File: config.mk
export PLATFORM = sky130hd
export DESIGN_NAME = ubr_uart
export DESIGN_NICKNAME = d
export VERILOG_FILES = /design/src/rtl/ubr_pkg.sv /design/src/rtl/ubr_uart.sv
export SDC_FILE = /design/constraint.sdc
export NUM_CORES = 1
export LEC_CHECK = 0
export ABC_AREA = 1
export BUFFER_PORTS_ARGS = -buffer_cell sky130_fd_sc_hd__buf_4
export CORE_MARGIN = 5
export CORE_UTILIZATION = 55
export CTS_BUF_LIST = sky130_fd_sc_hd__clkbuf_4
export DETAILED_ROUTE_END_ITERATION = 10
export PLACE_DENSITY = 0.75
export SLEW_MARGIN = 20
export SYNTH_ARGS = -nofsm -noshare
export SYNTH_HDL_FRONTEND = slang
export SYNTH_SLANG_ARGS = --single-unit
File: constraint.sdc
create_clock -name clk -period 6.55 [get_ports clk]
set_input_delay 1.31 -clock clk [delete_from_list [all_inputs] [get_ports clk]]
set_output_delay 1.31 -clock clk [all_outputs]
set_load 0.01 [all_outputs]
File: src/rtl/ubr_pkg.sv
// constants for the baud generator, auto-baud and register map
package ubr_pkg;
    // register offsets
    localparam logic [5:0] OFF_DATA    = 6'h00; // rx buffer / tx hold / div low
    localparam logic [5:0] OFF_IE      = 6'h04; // irq enable / div high
    localparam logic [5:0] OFF_II_FC   = 6'h08; // irq id read, fifo ctrl write
    localparam logic [5:0] OFF_LC      = 6'h0C;
    localparam logic [5:0] OFF_LS      = 6'h14;
    localparam logic [5:0] OFF_ABCTRL  = 6'h20;
    localparam logic [5:0] OFF_FD      = 6'h28;
    // line control fields
    localparam int LC_LATCH_BIT        = 7;
    localparam int LC_STOP_BIT         = 2;
    // interrupt enable fields
    localparam int IE_TIMEOUT_BIT      = 9;
    localparam int IE_DONE_BIT         = 8;
    // auto-baud control fields
    localparam int AB_START_BIT        = 0;
    localparam int AB_MODE_BIT         = 1;
    localparam int AB_RETRY_BIT        = 2;
    localparam int AB_DONE_CLR_BIT     = 8;
    localparam int AB_TIMEOUT_CLR_BIT  = 9;
    // fractional divider fields
    localparam int FD_ADD_LSB          = 0;
    localparam int FD_MUL_LSB          = 4;
    localparam int FD_OVERSAMPLE_BY_EIGHT_BIT        = 8;
    localparam logic [3:0] FD_MUL_RESET = 4'h1;
    // fifo control fields
    localparam int FC_RXRST_BIT        = 1;
    localparam int FC_TXRST_BIT        = 2;
    localparam int FC_TRIG_LSB         = 6;
    // sizes and counts
    localparam int FIFO_DEPTH          = 16;
    localparam int PTR_W               = 4;
    localparam int DIV_W               = 16;
    localparam logic [4:0] OS_SIXTEEN  = 5'h10;
    localparam logic [4:0] OS_EIGHT    = 5'h08;
    localparam logic [4:0] FAST_PULSES = 5'h10;
    localparam logic [8:0] DIV_HIGH_SCALE = 9'h100; // divisor = 256*high+low
    localparam logic [15:0] DIV_ZERO_AS = 16'h0001;
    localparam logic [15:0] RATE_MAX   = 16'hFFFF;
    localparam logic [1:0] FIFO_EN_BITS = 2'h3;

    typedef enum logic [1:0] {
        AB_IDLE    = 2'b00,
        AB_WAIT    = 2'b01,
        AB_MEASURE = 2'b10
    } ubr_ab_state_t;

    typedef enum logic [1:0] {
        LN_IDLE  = 2'b00,
        LN_START = 2'b01,
        LN_DATA  = 2'b10,
        LN_STOP  = 2'b11
    } ubr_line_state_t;
endpackage

File: src/rtl/ubr_uart.sv
// serial port with fractional baud generator and auto-baud measurement

// Behaviour
// baud equals clock over oversample, divisor, fraction
// software keeps multiply 1..15, add below it
// zero add value bypasses fractional stretch
// oversample_by_eight set: 8 samples, else 16
// software leaves fraction alone during traffic
// start bit runs auto-baud, self-clears
// auto-baud clears fifo, blocks and halts transmit
// mode 0 fall-to-fall, mode 1 fall-to-rise
// auto retry restarts at next falling edge
// counter overflow sets timeout flag if enabled
// success sets done flag if enabled, as divisor loads
// flags held until software writes clear
// software keeps add zero, divisor first
// start resets counter, shifter, fast rx clock; code resets the baud divider at start, fast pulses begin at the falling edge
// falling edge starts counting clock cycles
// sixteen fast shifter pulses capture start bit
// count loads divisor, reception then continues
// buffer read gives oldest, zero-padded character
// latch access selects divisor at 0x00/0x04
// holding write appends; sent lsb first
// sixteen-bit divisor, zero acts as one
// sixteen-deep fifos, triggers 1/4/8/14
// latch access is line control bit 7
// timeout enable bit 9, done bit 8
module ubr_uart
    import ubr_pkg::*;
(
    input  wire logic        clk,
    input  wire logic        rst,
    input  wire logic [5:0]  reg_addr,
    input  wire logic        reg_wr,
    input  wire logic        reg_rd,
    input  wire logic [31:0] reg_wdata,
    output logic      [31:0] reg_rdata,
    input  wire logic        serial_rx_pin,
    output logic             serial_tx_pin,
    output logic             rx_trigger_hit,
    output logic             autobaud_event
);
    import ubr_pkg::*;

    // bits per character from the word length field
    function automatic logic [3:0] word_bits(input logic [1:0] wls);
        return 4'h5 + {2'b00, wls};
    endfunction

    logic [7:0]      divisor_low, divisor_high, line_ctrl;
    logic [9:0]      irq_enable;
    logic [3:0]      frac_add_value, frac_mul_value;
    logic            oversample_by_eight;
    logic [1:0]      rx_trig_sel;
    logic            autobaud_start, ab_mode, autobaud_auto_retry;
    logic            autobaud_timeout_flag, autobaud_done_flag;
    ubr_ab_state_t   ab_state;
    logic [15:0]     rate_count;
    logic [4:0]      ab_prescale, fast_left;
    logic            ab_load, ab_overflow, rx_prev;
    logic [15:0]     div_count, div_eff;
    logic [4:0]      frac_acc, frac_sum;
    logic            stretch, os_tick, rx_tick;
    logic [3:0]      os_last;
    logic [7:0]      tx_mem [FIFO_DEPTH];
    logic [7:0]      rx_mem [FIFO_DEPTH];
    logic [PTR_W:0]  tx_wp, tx_rp, rx_wp, rx_rp;
    logic [PTR_W:0]  rx_level;
    logic            latch_on, wr_data, rd_data, ab_write, ab_kick;
    logic            tx_push, tx_pop, rx_push, rx_pop;
    ubr_line_state_t tx_state, rx_state;
    logic [3:0]      tx_os, rx_os, tx_bit, rx_bit;
    logic [7:0]      tx_shift, rx_shift;
    logic            rx_fall, rx_rise;

    // register decode; latch access steers the shared offsets
    assign latch_on = line_ctrl[LC_LATCH_BIT];
    assign wr_data  = reg_wr && reg_addr == OFF_DATA;
    assign rd_data  = reg_rd && reg_addr == OFF_DATA && !latch_on;
    assign ab_write = reg_wr && reg_addr == OFF_ABCTRL;
    assign ab_kick  = ab_write && reg_wdata[AB_START_BIT] && !autobaud_start;
    assign rx_fall  = rx_prev && !serial_rx_pin;
    assign rx_rise  = !rx_prev && serial_rx_pin;

    // control registers written by software
    always_ff @(posedge clk or posedge rst) begin
        if (rst) begin
            line_ctrl           <= 8'h00;
            irq_enable          <= 10'h000;
            frac_add_value      <= 4'h0;
            frac_mul_value      <= FD_MUL_RESET;
            oversample_by_eight <= 1'b0;
            rx_trig_sel         <= 2'h0;
            ab_mode             <= 1'b0;
            autobaud_auto_retry <= 1'b0;
        end else if (reg_wr) begin
            unique case (reg_addr)
                OFF_IE: if (!latch_on) begin
                    irq_enable <= reg_wdata[9:0];
                end
                OFF_LC: line_ctrl <= reg_wdata[7:0];
                OFF_II_FC: rx_trig_sel <= reg_wdata[FC_TRIG_LSB +: 2];
                OFF_FD: begin
                    frac_add_value      <= reg_wdata[FD_ADD_LSB +: 4];
                    frac_mul_value      <= reg_wdata[FD_MUL_LSB +: 4];
                    oversample_by_eight <= reg_wdata[FD_OVERSAMPLE_BY_EIGHT_BIT];
                end
                OFF_ABCTRL: begin
                    ab_mode             <= reg_wdata[AB_MODE_BIT];
                    autobaud_auto_retry <= reg_wdata[AB_RETRY_BIT];
                end
                default: ;
            endcase
        end
    end

    // divisor latches, loaded by software or by the measurement
    always_ff @(posedge clk or posedge rst) begin
        if (rst) begin
            divisor_low  <= 8'h00;
            divisor_high <= 8'h00;
        end else if (ab_load) begin
            divisor_low  <= rate_count[7:0];
            divisor_high <= rate_count[15:8];
        end else if (reg_wr && latch_on) begin
            if (reg_addr == OFF_DATA) divisor_low <= reg_wdata[7:0];
            if (reg_addr == OFF_IE) divisor_high <= reg_wdata[7:0];
        end
    end

    // baud tick: divisor period, stretched by the fractional accumulator
    assign div_eff = (divisor_high * DIV_HIGH_SCALE + divisor_low == 16'h0)
                   ? DIV_ZERO_AS
                   : 16'(divisor_high * DIV_HIGH_SCALE + divisor_low);
    assign frac_sum = frac_acc + {1'b0, frac_add_value};
    assign os_tick  = (div_count >= div_eff - 16'h1) && !stretch;
    always_ff @(posedge clk or posedge rst) begin
        if (rst) begin
            div_count <= 16'h0;
            frac_acc  <= 5'h0;
            stretch   <= 1'b0;
        end else if (ab_kick) begin
            div_count <= 16'h0;
            frac_acc  <= 5'h0;
            stretch   <= 1'b0;
        end else if (div_count >= div_eff - 16'h1) begin
            div_count <= 16'h0;
            if (stretch) begin
                stretch <= 1'b0;
            end else if (frac_add_value != 4'h0) begin
                if (frac_sum >= {1'b0, frac_mul_value}) begin
                    frac_acc <= frac_sum - {1'b0, frac_mul_value};
                    stretch  <= 1'b1;
                end else begin
                    frac_acc <= frac_sum;
                end
            end
        end else begin
            div_count <= div_count + 16'h1;
        end
    end

    // samples per bit minus one
    assign os_last = oversample_by_eight ? 4'h7 : 4'hF;

    // auto-baud measurement state machine
    always_ff @(posedge clk or posedge rst) begin
        if (rst) begin
            ab_state    <= AB_IDLE;
            autobaud_start <= 1'b0;
            rate_count  <= 16'h0;
            ab_prescale <= 5'h0;
            fast_left   <= 5'h0;
            ab_load     <= 1'b0;
            ab_overflow <= 1'b0;
            rx_prev     <= 1'b1;
        end else begin
            rx_prev     <= serial_rx_pin;
            ab_load     <= 1'b0;
            ab_overflow <= 1'b0;
            if (fast_left != 5'h0) fast_left <= fast_left - 5'h1;
            if (ab_write && !reg_wdata[AB_START_BIT]) begin
                autobaud_start <= 1'b0;
                ab_state       <= AB_IDLE;
                fast_left      <= 5'h0;
            end else if (ab_kick) begin
                autobaud_start <= 1'b1;
                ab_state       <= AB_WAIT;
                rate_count     <= 16'h0;
                ab_prescale    <= 5'h0;
            end else begin
                unique case (ab_state)
                    AB_IDLE: ;
                    AB_WAIT: if (rx_fall) begin
                        ab_state    <= AB_MEASURE;
                        rate_count  <= 16'h0;
                        ab_prescale <= 5'h1; // edge cycle counts too
                        fast_left   <= FAST_PULSES;
                    end
                    AB_MEASURE: begin
                        if ((ab_mode && rx_rise) ||
                            (!ab_mode && rx_fall)) begin
                            ab_load        <= 1'b1;
                            autobaud_start <= 1'b0;
                            ab_state       <= AB_IDLE;
                        end else if (ab_prescale == (ab_mode
                                     ? {1'b0, os_last}
                                     : {os_last, 1'b1})) begin
                            ab_prescale <= 5'h0;
                            if (rate_count == RATE_MAX) begin
                                ab_overflow <= 1'b1;

                                ab_state <= autobaud_auto_retry
                                          ? AB_WAIT : AB_IDLE;
                                autobaud_start <= autobaud_auto_retry;
                            end else begin
                                rate_count <= rate_count + 16'h1;
                            end
                        end else begin
                            ab_prescale <= ab_prescale + 5'h1;
                        end
                    end
                    default: ab_state <= AB_IDLE;
                endcase
            end
        end
    end

    // sticky auto-baud flags; an event wins over a clear
    always_ff @(posedge clk or posedge rst) begin
        if (rst) begin
            autobaud_timeout_flag <= 1'b0;
            autobaud_done_flag    <= 1'b0;
        end else begin
            if (ab_overflow && irq_enable[IE_TIMEOUT_BIT]) begin
                autobaud_timeout_flag <= 1'b1;
            end else if (ab_write && reg_wdata[AB_TIMEOUT_CLR_BIT]) begin
                autobaud_timeout_flag <= 1'b0;
            end
            if (ab_load && irq_enable[IE_DONE_BIT]) begin
                autobaud_done_flag <= 1'b1;
            end else if (ab_write && reg_wdata[AB_DONE_CLR_BIT]) begin
                autobaud_done_flag <= 1'b0;
            end
        end
    end
    assign autobaud_event = autobaud_timeout_flag | autobaud_done_flag;

    // transmit fifo; writes refused while auto-baud runs
    assign tx_push = wr_data && !latch_on && !autobaud_start
                   && (tx_wp - tx_rp) != 5'(FIFO_DEPTH);
    always_ff @(posedge clk or posedge rst) begin
        if (rst) begin
            tx_wp <= '0;
            tx_rp <= '0;
        end else if (ab_kick || (reg_wr && reg_addr == OFF_II_FC
                                 && reg_wdata[FC_TXRST_BIT])) begin
            tx_wp <= '0;
            tx_rp <= '0;
        end else begin
            if (tx_push) begin
                tx_mem[tx_wp[PTR_W-1:0]] <= reg_wdata[7:0];
                tx_wp <= tx_wp + 5'h1;
            end
            if (tx_pop) tx_rp <= tx_rp + 5'h1;
        end
    end

    // transmitter, least significant bit first
    assign tx_pop = tx_state == LN_IDLE && tx_wp != tx_rp && !autobaud_start;
    always_ff @(posedge clk or posedge rst) begin
        if (rst) begin
            tx_state      <= LN_IDLE;
            tx_os         <= 4'h0;
            tx_bit        <= 4'h0;
            tx_shift      <= 8'h00;
            serial_tx_pin <= 1'b1;
        end else if (tx_pop) begin
            tx_state      <= LN_START;
            tx_shift      <= tx_mem[tx_rp[PTR_W-1:0]];
            tx_os         <= 4'h0;
            serial_tx_pin <= 1'b0;
        end else if (tx_state != LN_IDLE && os_tick
                     && !autobaud_start) begin
            tx_os <= tx_os + 4'h1;
            if (tx_os == os_last) begin
                tx_os <= 4'h0;
                unique case (tx_state)
                    LN_START: begin
                        tx_state      <= LN_DATA;
                        tx_bit        <= 4'h0;
                        serial_tx_pin <= tx_shift[0];
                        tx_shift      <= {1'b0, tx_shift[7:1]};
                    end
                    LN_DATA: if (tx_bit == word_bits(line_ctrl[1:0]) - 4'h1)
                    begin
                        tx_state      <= LN_STOP;
                        tx_bit        <= 4'h0;
                        serial_tx_pin <= 1'b1;
                    end else begin
                        tx_bit        <= tx_bit + 4'h1;
                        serial_tx_pin <= tx_shift[0];
                        tx_shift      <= {1'b0, tx_shift[7:1]};
                    end
                    LN_STOP: begin
                        tx_bit <= tx_bit + 4'h1;
                        if (tx_bit == {3'h0, line_ctrl[LC_STOP_BIT]}) begin
                            tx_state <= LN_IDLE;
                        end
                    end
                    default: tx_state <= LN_IDLE;
                endcase
            end
        end
    end

    // receiver; fast pulses during the measured start bit
    assign rx_tick = (ab_state == AB_MEASURE) ? (fast_left != 5'h0)
                                              : os_tick;
    assign rx_push = rx_state == LN_STOP && rx_tick && rx_os == os_last
                   && (rx_wp - rx_rp) != 5'(FIFO_DEPTH);
    always_ff @(posedge clk or posedge rst) begin
        if (rst) begin
            rx_state <= LN_IDLE;
            rx_os    <= 4'h0;
            rx_bit   <= 4'h0;
            rx_shift <= 8'h00;
        end else if (ab_kick) begin
            rx_state <= LN_IDLE;
            rx_shift <= 8'h00;
        end else if (ab_load) begin
            rx_state <= LN_DATA;
            rx_os    <= 4'h0;
            rx_bit   <= ab_mode ? 4'h0 : 4'h1;
            rx_shift <= ab_mode ? 8'h00 : 8'h80;
        end else if (rx_state == LN_IDLE) begin
            if (rx_fall) begin
                rx_state <= LN_START;
                rx_os    <= 4'h0;
            end
        end else if (rx_tick) begin
            rx_os <= rx_os + 4'h1;
            if (rx_os == {1'b0, os_last[3:1]} && rx_state == LN_DATA) begin
                rx_shift <= {serial_rx_pin, rx_shift[7:1]};
            end
            if (rx_state == LN_START && rx_os == {1'b0, os_last[3:1]}
                && serial_rx_pin) begin
                rx_state <= LN_IDLE;                           // false start
            end else if (rx_os == os_last) begin
                rx_os <= 4'h0;
                unique case (rx_state)
                    LN_START: begin
                        rx_state <= LN_DATA;
                        rx_bit   <= 4'h0;
                    end
                    LN_DATA: if (rx_bit == word_bits(line_ctrl[1:0]) - 4'h1)
                    begin
                        rx_state <= LN_STOP;
                    end else begin
                        rx_bit <= rx_bit + 4'h1;
                    end
                    LN_STOP: rx_state <= LN_IDLE;
                    default: rx_state <= LN_IDLE;
                endcase
            end
        end
    end

    // receive fifo; character aligned down to bit 0, upper bits zero
    assign rx_pop   = rd_data && rx_wp != rx_rp;
    assign rx_level = rx_wp - rx_rp;
    always_ff @(posedge clk or posedge rst) begin
        if (rst) begin
            rx_wp <= '0;
            rx_rp <= '0;
        end else if (ab_kick || (reg_wr && reg_addr == OFF_II_FC
                                 && reg_wdata[FC_RXRST_BIT])) begin
            rx_wp <= '0;
            rx_rp <= '0;
        end else begin
            if (rx_push) begin
                rx_mem[rx_wp[PTR_W-1:0]] <= rx_shift >>
                    (4'h8 - word_bits(line_ctrl[1:0]));
                rx_wp <= rx_wp + 5'h1;
            end
            if (rx_pop) rx_rp <= rx_rp + 5'h1;
        end
    end

    // receive trigger level
    always_comb begin
        unique case (rx_trig_sel)
            2'h0: rx_trigger_hit = rx_level >= 5'h01;
            2'h1: rx_trigger_hit = rx_level >= 5'h04;
            2'h2: rx_trigger_hit = rx_level >= 5'h08;
            2'h3: rx_trigger_hit = rx_level >= 5'h0E;
        endcase
    end

    // registered read data, one cycle after the read strobe
    always_ff @(posedge clk or posedge rst) begin
        if (rst) begin
            reg_rdata <= 32'h0;
        end else if (reg_rd) begin
            unique case (reg_addr)
                OFF_DATA: reg_rdata <= latch_on
                    ? {24'h0, divisor_low}
                    : {24'h0, rx_mem[rx_rp[PTR_W-1:0]]
                              & {8{rx_wp != rx_rp}}};
                OFF_IE: reg_rdata <= latch_on ? {24'h0, divisor_high}
                                              : {22'h0, irq_enable};
                OFF_II_FC: reg_rdata <= {22'h0, autobaud_timeout_flag,
                    autobaud_done_flag, FIFO_EN_BITS, 5'h0,
                    !autobaud_event};
                OFF_LC: reg_rdata <= {24'h0, line_ctrl};
                OFF_LS: reg_rdata <= {25'h0,
                    tx_wp == tx_rp && tx_state == LN_IDLE,
                    tx_wp == tx_rp, 4'h0, rx_wp != rx_rp};
                OFF_ABCTRL: reg_rdata <= {29'h0, autobaud_auto_retry,
                    ab_mode, autobaud_start};
                OFF_FD: reg_rdata <= {23'h0, oversample_by_eight,
                    frac_mul_value, frac_add_value};
                default: reg_rdata <= 32'h0;
            endcase
        end
    end
endmodule

Yosys cells after proc, flatten, opt, wreduce, memory -nomap -nowiden
Memory sizes are Yosys's and may differ from the RTL's.
Index checks and enable logic that the tools add are counted.
{"block": "word_totals", "output_inout_bits": 35, "ff_bits": 192, "memories": 2, "input_bits": 43, "ramBits": 256, "wordCells": 361}
{"block": "op_classes", "eq_ne": 49, "n_addsub": 21, "shifts": 1, "magnitude_cmp": 6, "mux": 134, "n_reduce_logical": 105, "bitwise": 6}
{"name": "rx_mem", "words": 16, "width": 8, "rd": 1, "rd_ports_with_merged_regs": 0, "wr": 1, "line": "ubr_uart.sv:66", "source": "logic [7:0] rx_mem [FIFO_DEPTH];"}
{"name": "tx_mem", "words": 16, "width": 8, "rd": 1, "rd_ports_with_merged_regs": 0, "wr": 1, "line": "ubr_uart.sv:65", "source": "logic [7:0] tx_mem [FIFO_DEPTH];"}
{"op": "two-way mux 8 bit", "count": 17}
{"op": "two-way mux 16 bit", "count": 8}
{"op": "two-way mux 5 bit", "count": 23}
{"op": "one-hot mux 10 bit (7 select lines)", "count": 1}
{"op": "two-way mux 4 bit", "count": 17}
{"op": "two-way mux 1 bit", "count": 38}
{"op": "two-way mux 2 bit", "count": 19}
{"op": "logical AND 1 bit", "count": 37}
{"op": "inequality test 3 bit (second input constant)", "count": 11}
{"op": "adder 16 x 1 -> 16 bit (second input constant)", "count": 2}
{"op": "one-hot mux 16 bit (2 select lines)", "count": 1}
{"op": "nonzero test 2 bit", "count": 16}
{"op": "adder 5 x 1 -> 5 bit (second input constant)", "count": 5}
{"op": "AND reduction 4 bit", "count": 6}
{"op": "nonzero test 3 bit", "count": 8}
{"op": "inequality test 5 bit (second input constant)", "count": 4}
{"op": "AND reduction 3 bit", "count": 6}
{"op": "adder 16 x 8 -> 16 bit", "count": 1}
{"op": "adder 4 x 1 -> 4 bit (second input constant)", "count": 4}
{"op": "equality test 16 bit (second input constant)", "count": 1}
{"op": "equality test 4 bit", "count": 4}
{"op": ">= comparator 16 bit", "count": 1}
{"op": "logical NOT 16 bit", "count": 1}
{"op": "one-hot mux 8 bit (2 select lines)", "count": 1}
{"op": "47 further kinds", "count": 90}

Depth between registers and ports, before layout
{"block": "logic_depth", "word_depth": 14, "mapped_depth": 24, "mapped_depth_nobuf": 24}

Worst setup path after synthesis
Ideal clock, no wire load.
{"block": "synth_path", "path_kind": "input -> register", "start": "in rst", "end": "mem rx_mem[6][0] (enable)", "path_slack_ns": -0.047, "required_time_ns": 6.167, "n_path_buf": 1, "t_arrival_ns": 6.214, "cell_stages": 4, "path_cell_list": "inv_1 -> nand4_4 -> buf_2 -> nor3_1"}
{"block": "synth_via", "elab_chain_cells": 3}
{"item": "start: declaration", "line": "ubr_uart.sv:32", "source": "input wire logic rst,"}
{"item": "logical NOT 1 bit (no source line)"}
{"item": "logical AND 1 bit (implied by the code)", "line": "ubr_uart.sv:382", "source": "rx_mem[rx_wp[PTR_W-1:0]] <= rx_shift >>"}
{"item": "two-way mux 1 bit (implied by the code)", "line": "ubr_uart.sv:382"}
{"item": "end: declaration", "line": "ubr_uart.sv:66"}
No other way between the ends.

Final worst setup path
{"block": "layout_path", "start": "reg divisor_low[5]", "end": "mem rx_mem[9][7] (enable)"}
{"block": "layout_via", "elab_chain_cells": 14}
{"item": "start: declaration", "line": "ubr_uart.sv:50", "source": "logic [7:0] divisor_low, divisor_high, line_ctrl;"}
{"item": "start signal: assignment", "line": "ubr_uart.sv:123", "source": "divisor_low <= rate_count[7:0];"}
{"item": "start signal: assignment", "line": "ubr_uart.sv:126", "source": "if (reg_addr == OFF_DATA) divisor_low <= reg_wdata[7:0];"}
{"item": "adder 16 x 8 -> 16 bit *", "line": "ubr_uart.sv:132, ubr_uart.sv:134"}
{"item": "logical NOT 16 bit", "line": "ubr_uart.sv:132", "source": "assign div_eff = (divisor_high * DIV_HIGH_SCALE + divisor_low == 16'h0)"}
{"item": "two-way mux 16 bit *", "line": "ubr_uart.sv:133", "source": "? DIV_ZERO_AS"}
{"item": "subtractor 16 x 1 -> 16 bit *", "line": "ubr_uart.sv:136", "source": "assign os_tick = (div_count >= div_eff - 16'h1) && !stretch;"}
{"item": ">= comparator 16 bit *", "line": "ubr_uart.sv:136"}
{"item": "logical AND 1 bit *", "line": "ubr_uart.sv:136"}
{"item": "two-way mux 1 bit *", "line": "ubr_uart.sv:318", "source": "assign rx_tick = (ab_state == AB_MEASURE) ? (fast_left != 5'h0)"}
{"item": "logical AND 1 bit * (2 in a row)", "line": "ubr_uart.sv:320", "source": "assign rx_push = rx_state == LN_STOP && rx_tick && rx_os == os_last"}
{"item": "logical AND 1 bit *", "line": "ubr_uart.sv:321", "source": "&& (rx_wp - rx_rp) != 5'(FIFO_DEPTH);"}
{"item": "two-way mux 1 bit *", "line": "ubr_uart.sv:381", "source": "if (rx_push) begin"}
{"item": "two-way mux 1 bit *", "line": "ubr_uart.sv:376", "source": "end else if (ab_kick || (reg_wr && reg_addr == OFF_II_FC"}
{"item": "logical AND 1 bit (implied by the code) *", "line": "ubr_uart.sv:382"}
{"item": "two-way mux 1 bit (implied by the code) *", "line": "ubr_uart.sv:382"}
Every way passes the cells marked *; elsewhere a longest branch is shown, timed or not.

==> out/summary.txt <==
Fin. Hold Viols -> 0
Post-CTS Hold Buffers -> 0
Clock power share -> 26.5%
Synthesis Warnings -> 0
Hold crit path type -> flop to flop
Tightest Pin Transition -> 1.10 ns
Total die area -> 42100 um2
RSZ-0062 raised after global routing -> false
First-pass DRT Iterations -> 6
First-pass GRT wire length -> 81.9 mm
Top cell type by total area after synthesis -> edfxtp_1
Post CTS Setup Buffer Count -> 0
CTS Buf Count -> 107
Max cap viols -> 0
Post-synth EDFFs -> 256
Area growth, synth to finish -> 9.68%
Die Wd -> 205 um
# resized after CTS -> 0
Vias in the first global route -> 15800
Antenna Nets Post-Route -> 0
Post-synthesis sequential area ratio -> 57.0%
Post-DP HPWL -> 33.9 mm
Crit share post-route -> 80.7%
Psw -> 3.11 mW
DRC viols -> 0
Layout cells sized above 1 -> 11.5%
Critical path peak fanout -> 16
Ys async rst share -> 39.9%
Status -> finished, final reports clean
Wire length on met1 -> 21.1 mm
Crit end category -> flop
Post-synthesis cell area -> 21000 um2
Fin crit period -> 5.29 ns
CTS root buf -> clkbuf_4
Max Clk Rate -> 0.189 GHz
Most used DFF post-synth -> edfxtp_1
Arrival @ worst endpoint -> 5.69 ns
Leak -> 9.73 nW
Worst Setup SP -> divisor_low[5]
Max IR drop VDD -> 0.246 mV
Routability cong. -> 0.958
Total power -> 8.27 mW
Reg power frac -> 41.4%
Fin. max-slew vios -> 0
Cell Pwr Density -> 360 nW/um2
Comb power frac -> 32.0%
Layout Skew -> 0.0625 ns
Hold path depth -> 2
Crit path launch type -> flop
Final net count -> 2422
Final setup viols -> 0
Hold Slack -> 0.465 ns
Tot GR Track Use -> 24.5%
Synth top area cells -> edfxtp_1 37%, dfrtp_1 20%, nand2_1 7.7%
Yosys reg bits -> 426
H-tree Lvls -> 3
Remaining Overflow, GRT -> 0
Std cell rows -> 71
CTS tree -> built
Reg2Reg Depth -> 22
Core ar. -> 37700 um2
Critical path required time -> 6.96 ns
Final wirelength -> 51.1 mm
Num ports -> 78
Critical R2R Launch -> divisor_low[5]
Clk_lat worst skew -> 0.82 ns
Total clock sinks -> 426
WL met3 -> 4.14 mm
Vias per cell -> 5.60
Clk slew on worst S/H paths -> 0.07 ns
Mean routed wirelength per cell -> 17.6 um
Initial antenna violation count -> 2
Sw frac -> 37.6%
Met2 Wirelength -> 24.2 mm
Total Neg Setup Slack -> 0 ns
Post-synthesis cell count -> 2226
Largest net degree at the start of global routing -> 149
Highest routed layer -> met4
Slew HR -> 26.0%
Routed vias -> 16300
Longest Clk Path Bufs -> 3
Post-synth top area share -> 36.7%
Die height -> 205 um
Hold Startpoint -> ab_overflow
Initial Util -> 55.7%
IO buf count -> 33
Post-synth cell types -> 65
Internal power -> 5.16 mW
Avg Cell Area, Syn -> 9.42 um2
CP Class -> flop to flop
1st-iter DRT viols -> 1342
## area by class of cell
cell class | count | area [um2]
Fill cell | 3214 | 14700
Sequential cell | 426 | 11900
Multi-Input combinational cell | 1541 | 7960
Clock buffer | 149 | 1120
Inverter | 188 | 712
Tap cell | 511 | 639
Timing Repair Buffer | 51 | 395
Clock inverter | 37 | 215
Antenna cell | 2 | 5.00
## synth_stat cells, types with 26 or more instances
library cell  count
a21oi_1          61
nand2_1         432
nand3_1         104
dfrtp_1         167
o211ai_1         30
o21ai_0         270
clkbuf_1         51
inv_1           171
nor2_1          313
xor2_1           35
nand4_1          26
edfxtp_1        256
ha_1             61
o22ai_1          48
nor3_1           46
## sequential cells by signal, indices dropped and copies added (netlist names), 8 cells and up
signal	cells
rx_shift	8
rate_count	16
divisor_high	8
div_count	16
tx_mem	128
reg_rdata	10
irq_enable	10
rx_mem	128
line_ctrl	8
tx_shift	8
divisor_low	8
## power by group through the flow
stage	clock [mW]	sequential, mW	combinational, mW
floorplan	0	3.39	1.98
global placement	0	3.46	2.52
detailed placement	0	3.47	2.62
CTS	2.25	3.42	2.64
global route	2.41	3.46	3.02
finish	2.20	3.43	2.65
## critical path, cell delays in order, from the launching register on
cell	delay, ns
dfrtp_1	0.46
nor2_1	0.09
nand2_1	0.11
nor2_1	0.07
nand4_1	0.10
nand2_1	0.10
inv_1	0.09
ha_1	0.21
nand2_1	0.12
nor4_1	0.41
nand2_1	0.16
nor3_1	0.20
xor2_1	0.17
inv_1	0.05
ha_1	0.27
nand2_1	0.08
nor3_1	0.19
nand2_1	0.11
nand2_1	0.14
nand3_1	0.25
nand2_1	0.29
nand4_4	0.30
nor3_1	0.92
## cell families (layout without fill, tap and decap cells)
kind of cell / count (synthesis) / count (layout) / synth area share, %
flops: 426 / 426 / 57.0
simple gates: 963 / 963 / 19.7
xor+xnor: 51 / 51 / 2.17
mux: 1 / 1 / 0.0477
compound gates: 440 / 440 / 11.6
buf+inv: 280 / 425 / 5.61
fa+ha+maj: 64 / 64 / 3.93
other cells: 1 / 24 / 0.0179
## per-layer routing
metal,global-route usage (%),up-vias
li1,-,7820
met1,33.4,7709
met2,39.1,638
met3,5.04,105
met4,9.45,0
met5,0,-
## final timing paths
path	slack, ns	to
setup / recovery	1.26	rx_mem[9][7]
hold / removal	0.47	autobaud_timeout_flag
setup reg to reg	1.26	rx_mem[9][7]
hold reg to reg	0.47	autobaud_timeout_flag
max in group asynchronous	4.65	rate_count[8]
min in group asynchronous	0.59	tx_rp[0]
## per-stage QoR
step | setup slack [ns] | utilization (%) | std cells | cell area [um2]
after global placement | 1.51 | 57.4 | 2717 | 21600
after detailed placement | 1.36 | 57.4 | 2717 | 21600
final | 1.26 | 61.1 | 2905 | 23000
after CTS | 1.33 | 60.9 | 2903 | 23000
after floorplan | 1.60 | - | 2247 | 21100
after global routing | 0.864 | 61.1 | 2905 | 23000
## cells in the final DEF, fill, tap and decap left out, types with 7 or more instances in the layout
cell	Yosys	layout
nand4_1	26	26
nor2_2	6	7
xor2_1	35	35
buf_4	23	50
o21ai_0	270	266
xnor2_1	15	15
o21ai_1	6	10
o22ai_1	48	48
conb_1	1	22
clkbuf_4	0	149
nor3_2	3	9
edfxtp_1	256	256
nor3_1	46	40
nand2_1	432	432
a21oi_1	61	61
dfrtp_1	167	165
o211ai_1	30	30
inv_1	171	169
nor2_1	313	312
ha_1	61	61
clkinv_1	4	32
nand3_1	104	104
inv_2	12	13
Power figures use the tool's default switching activity.
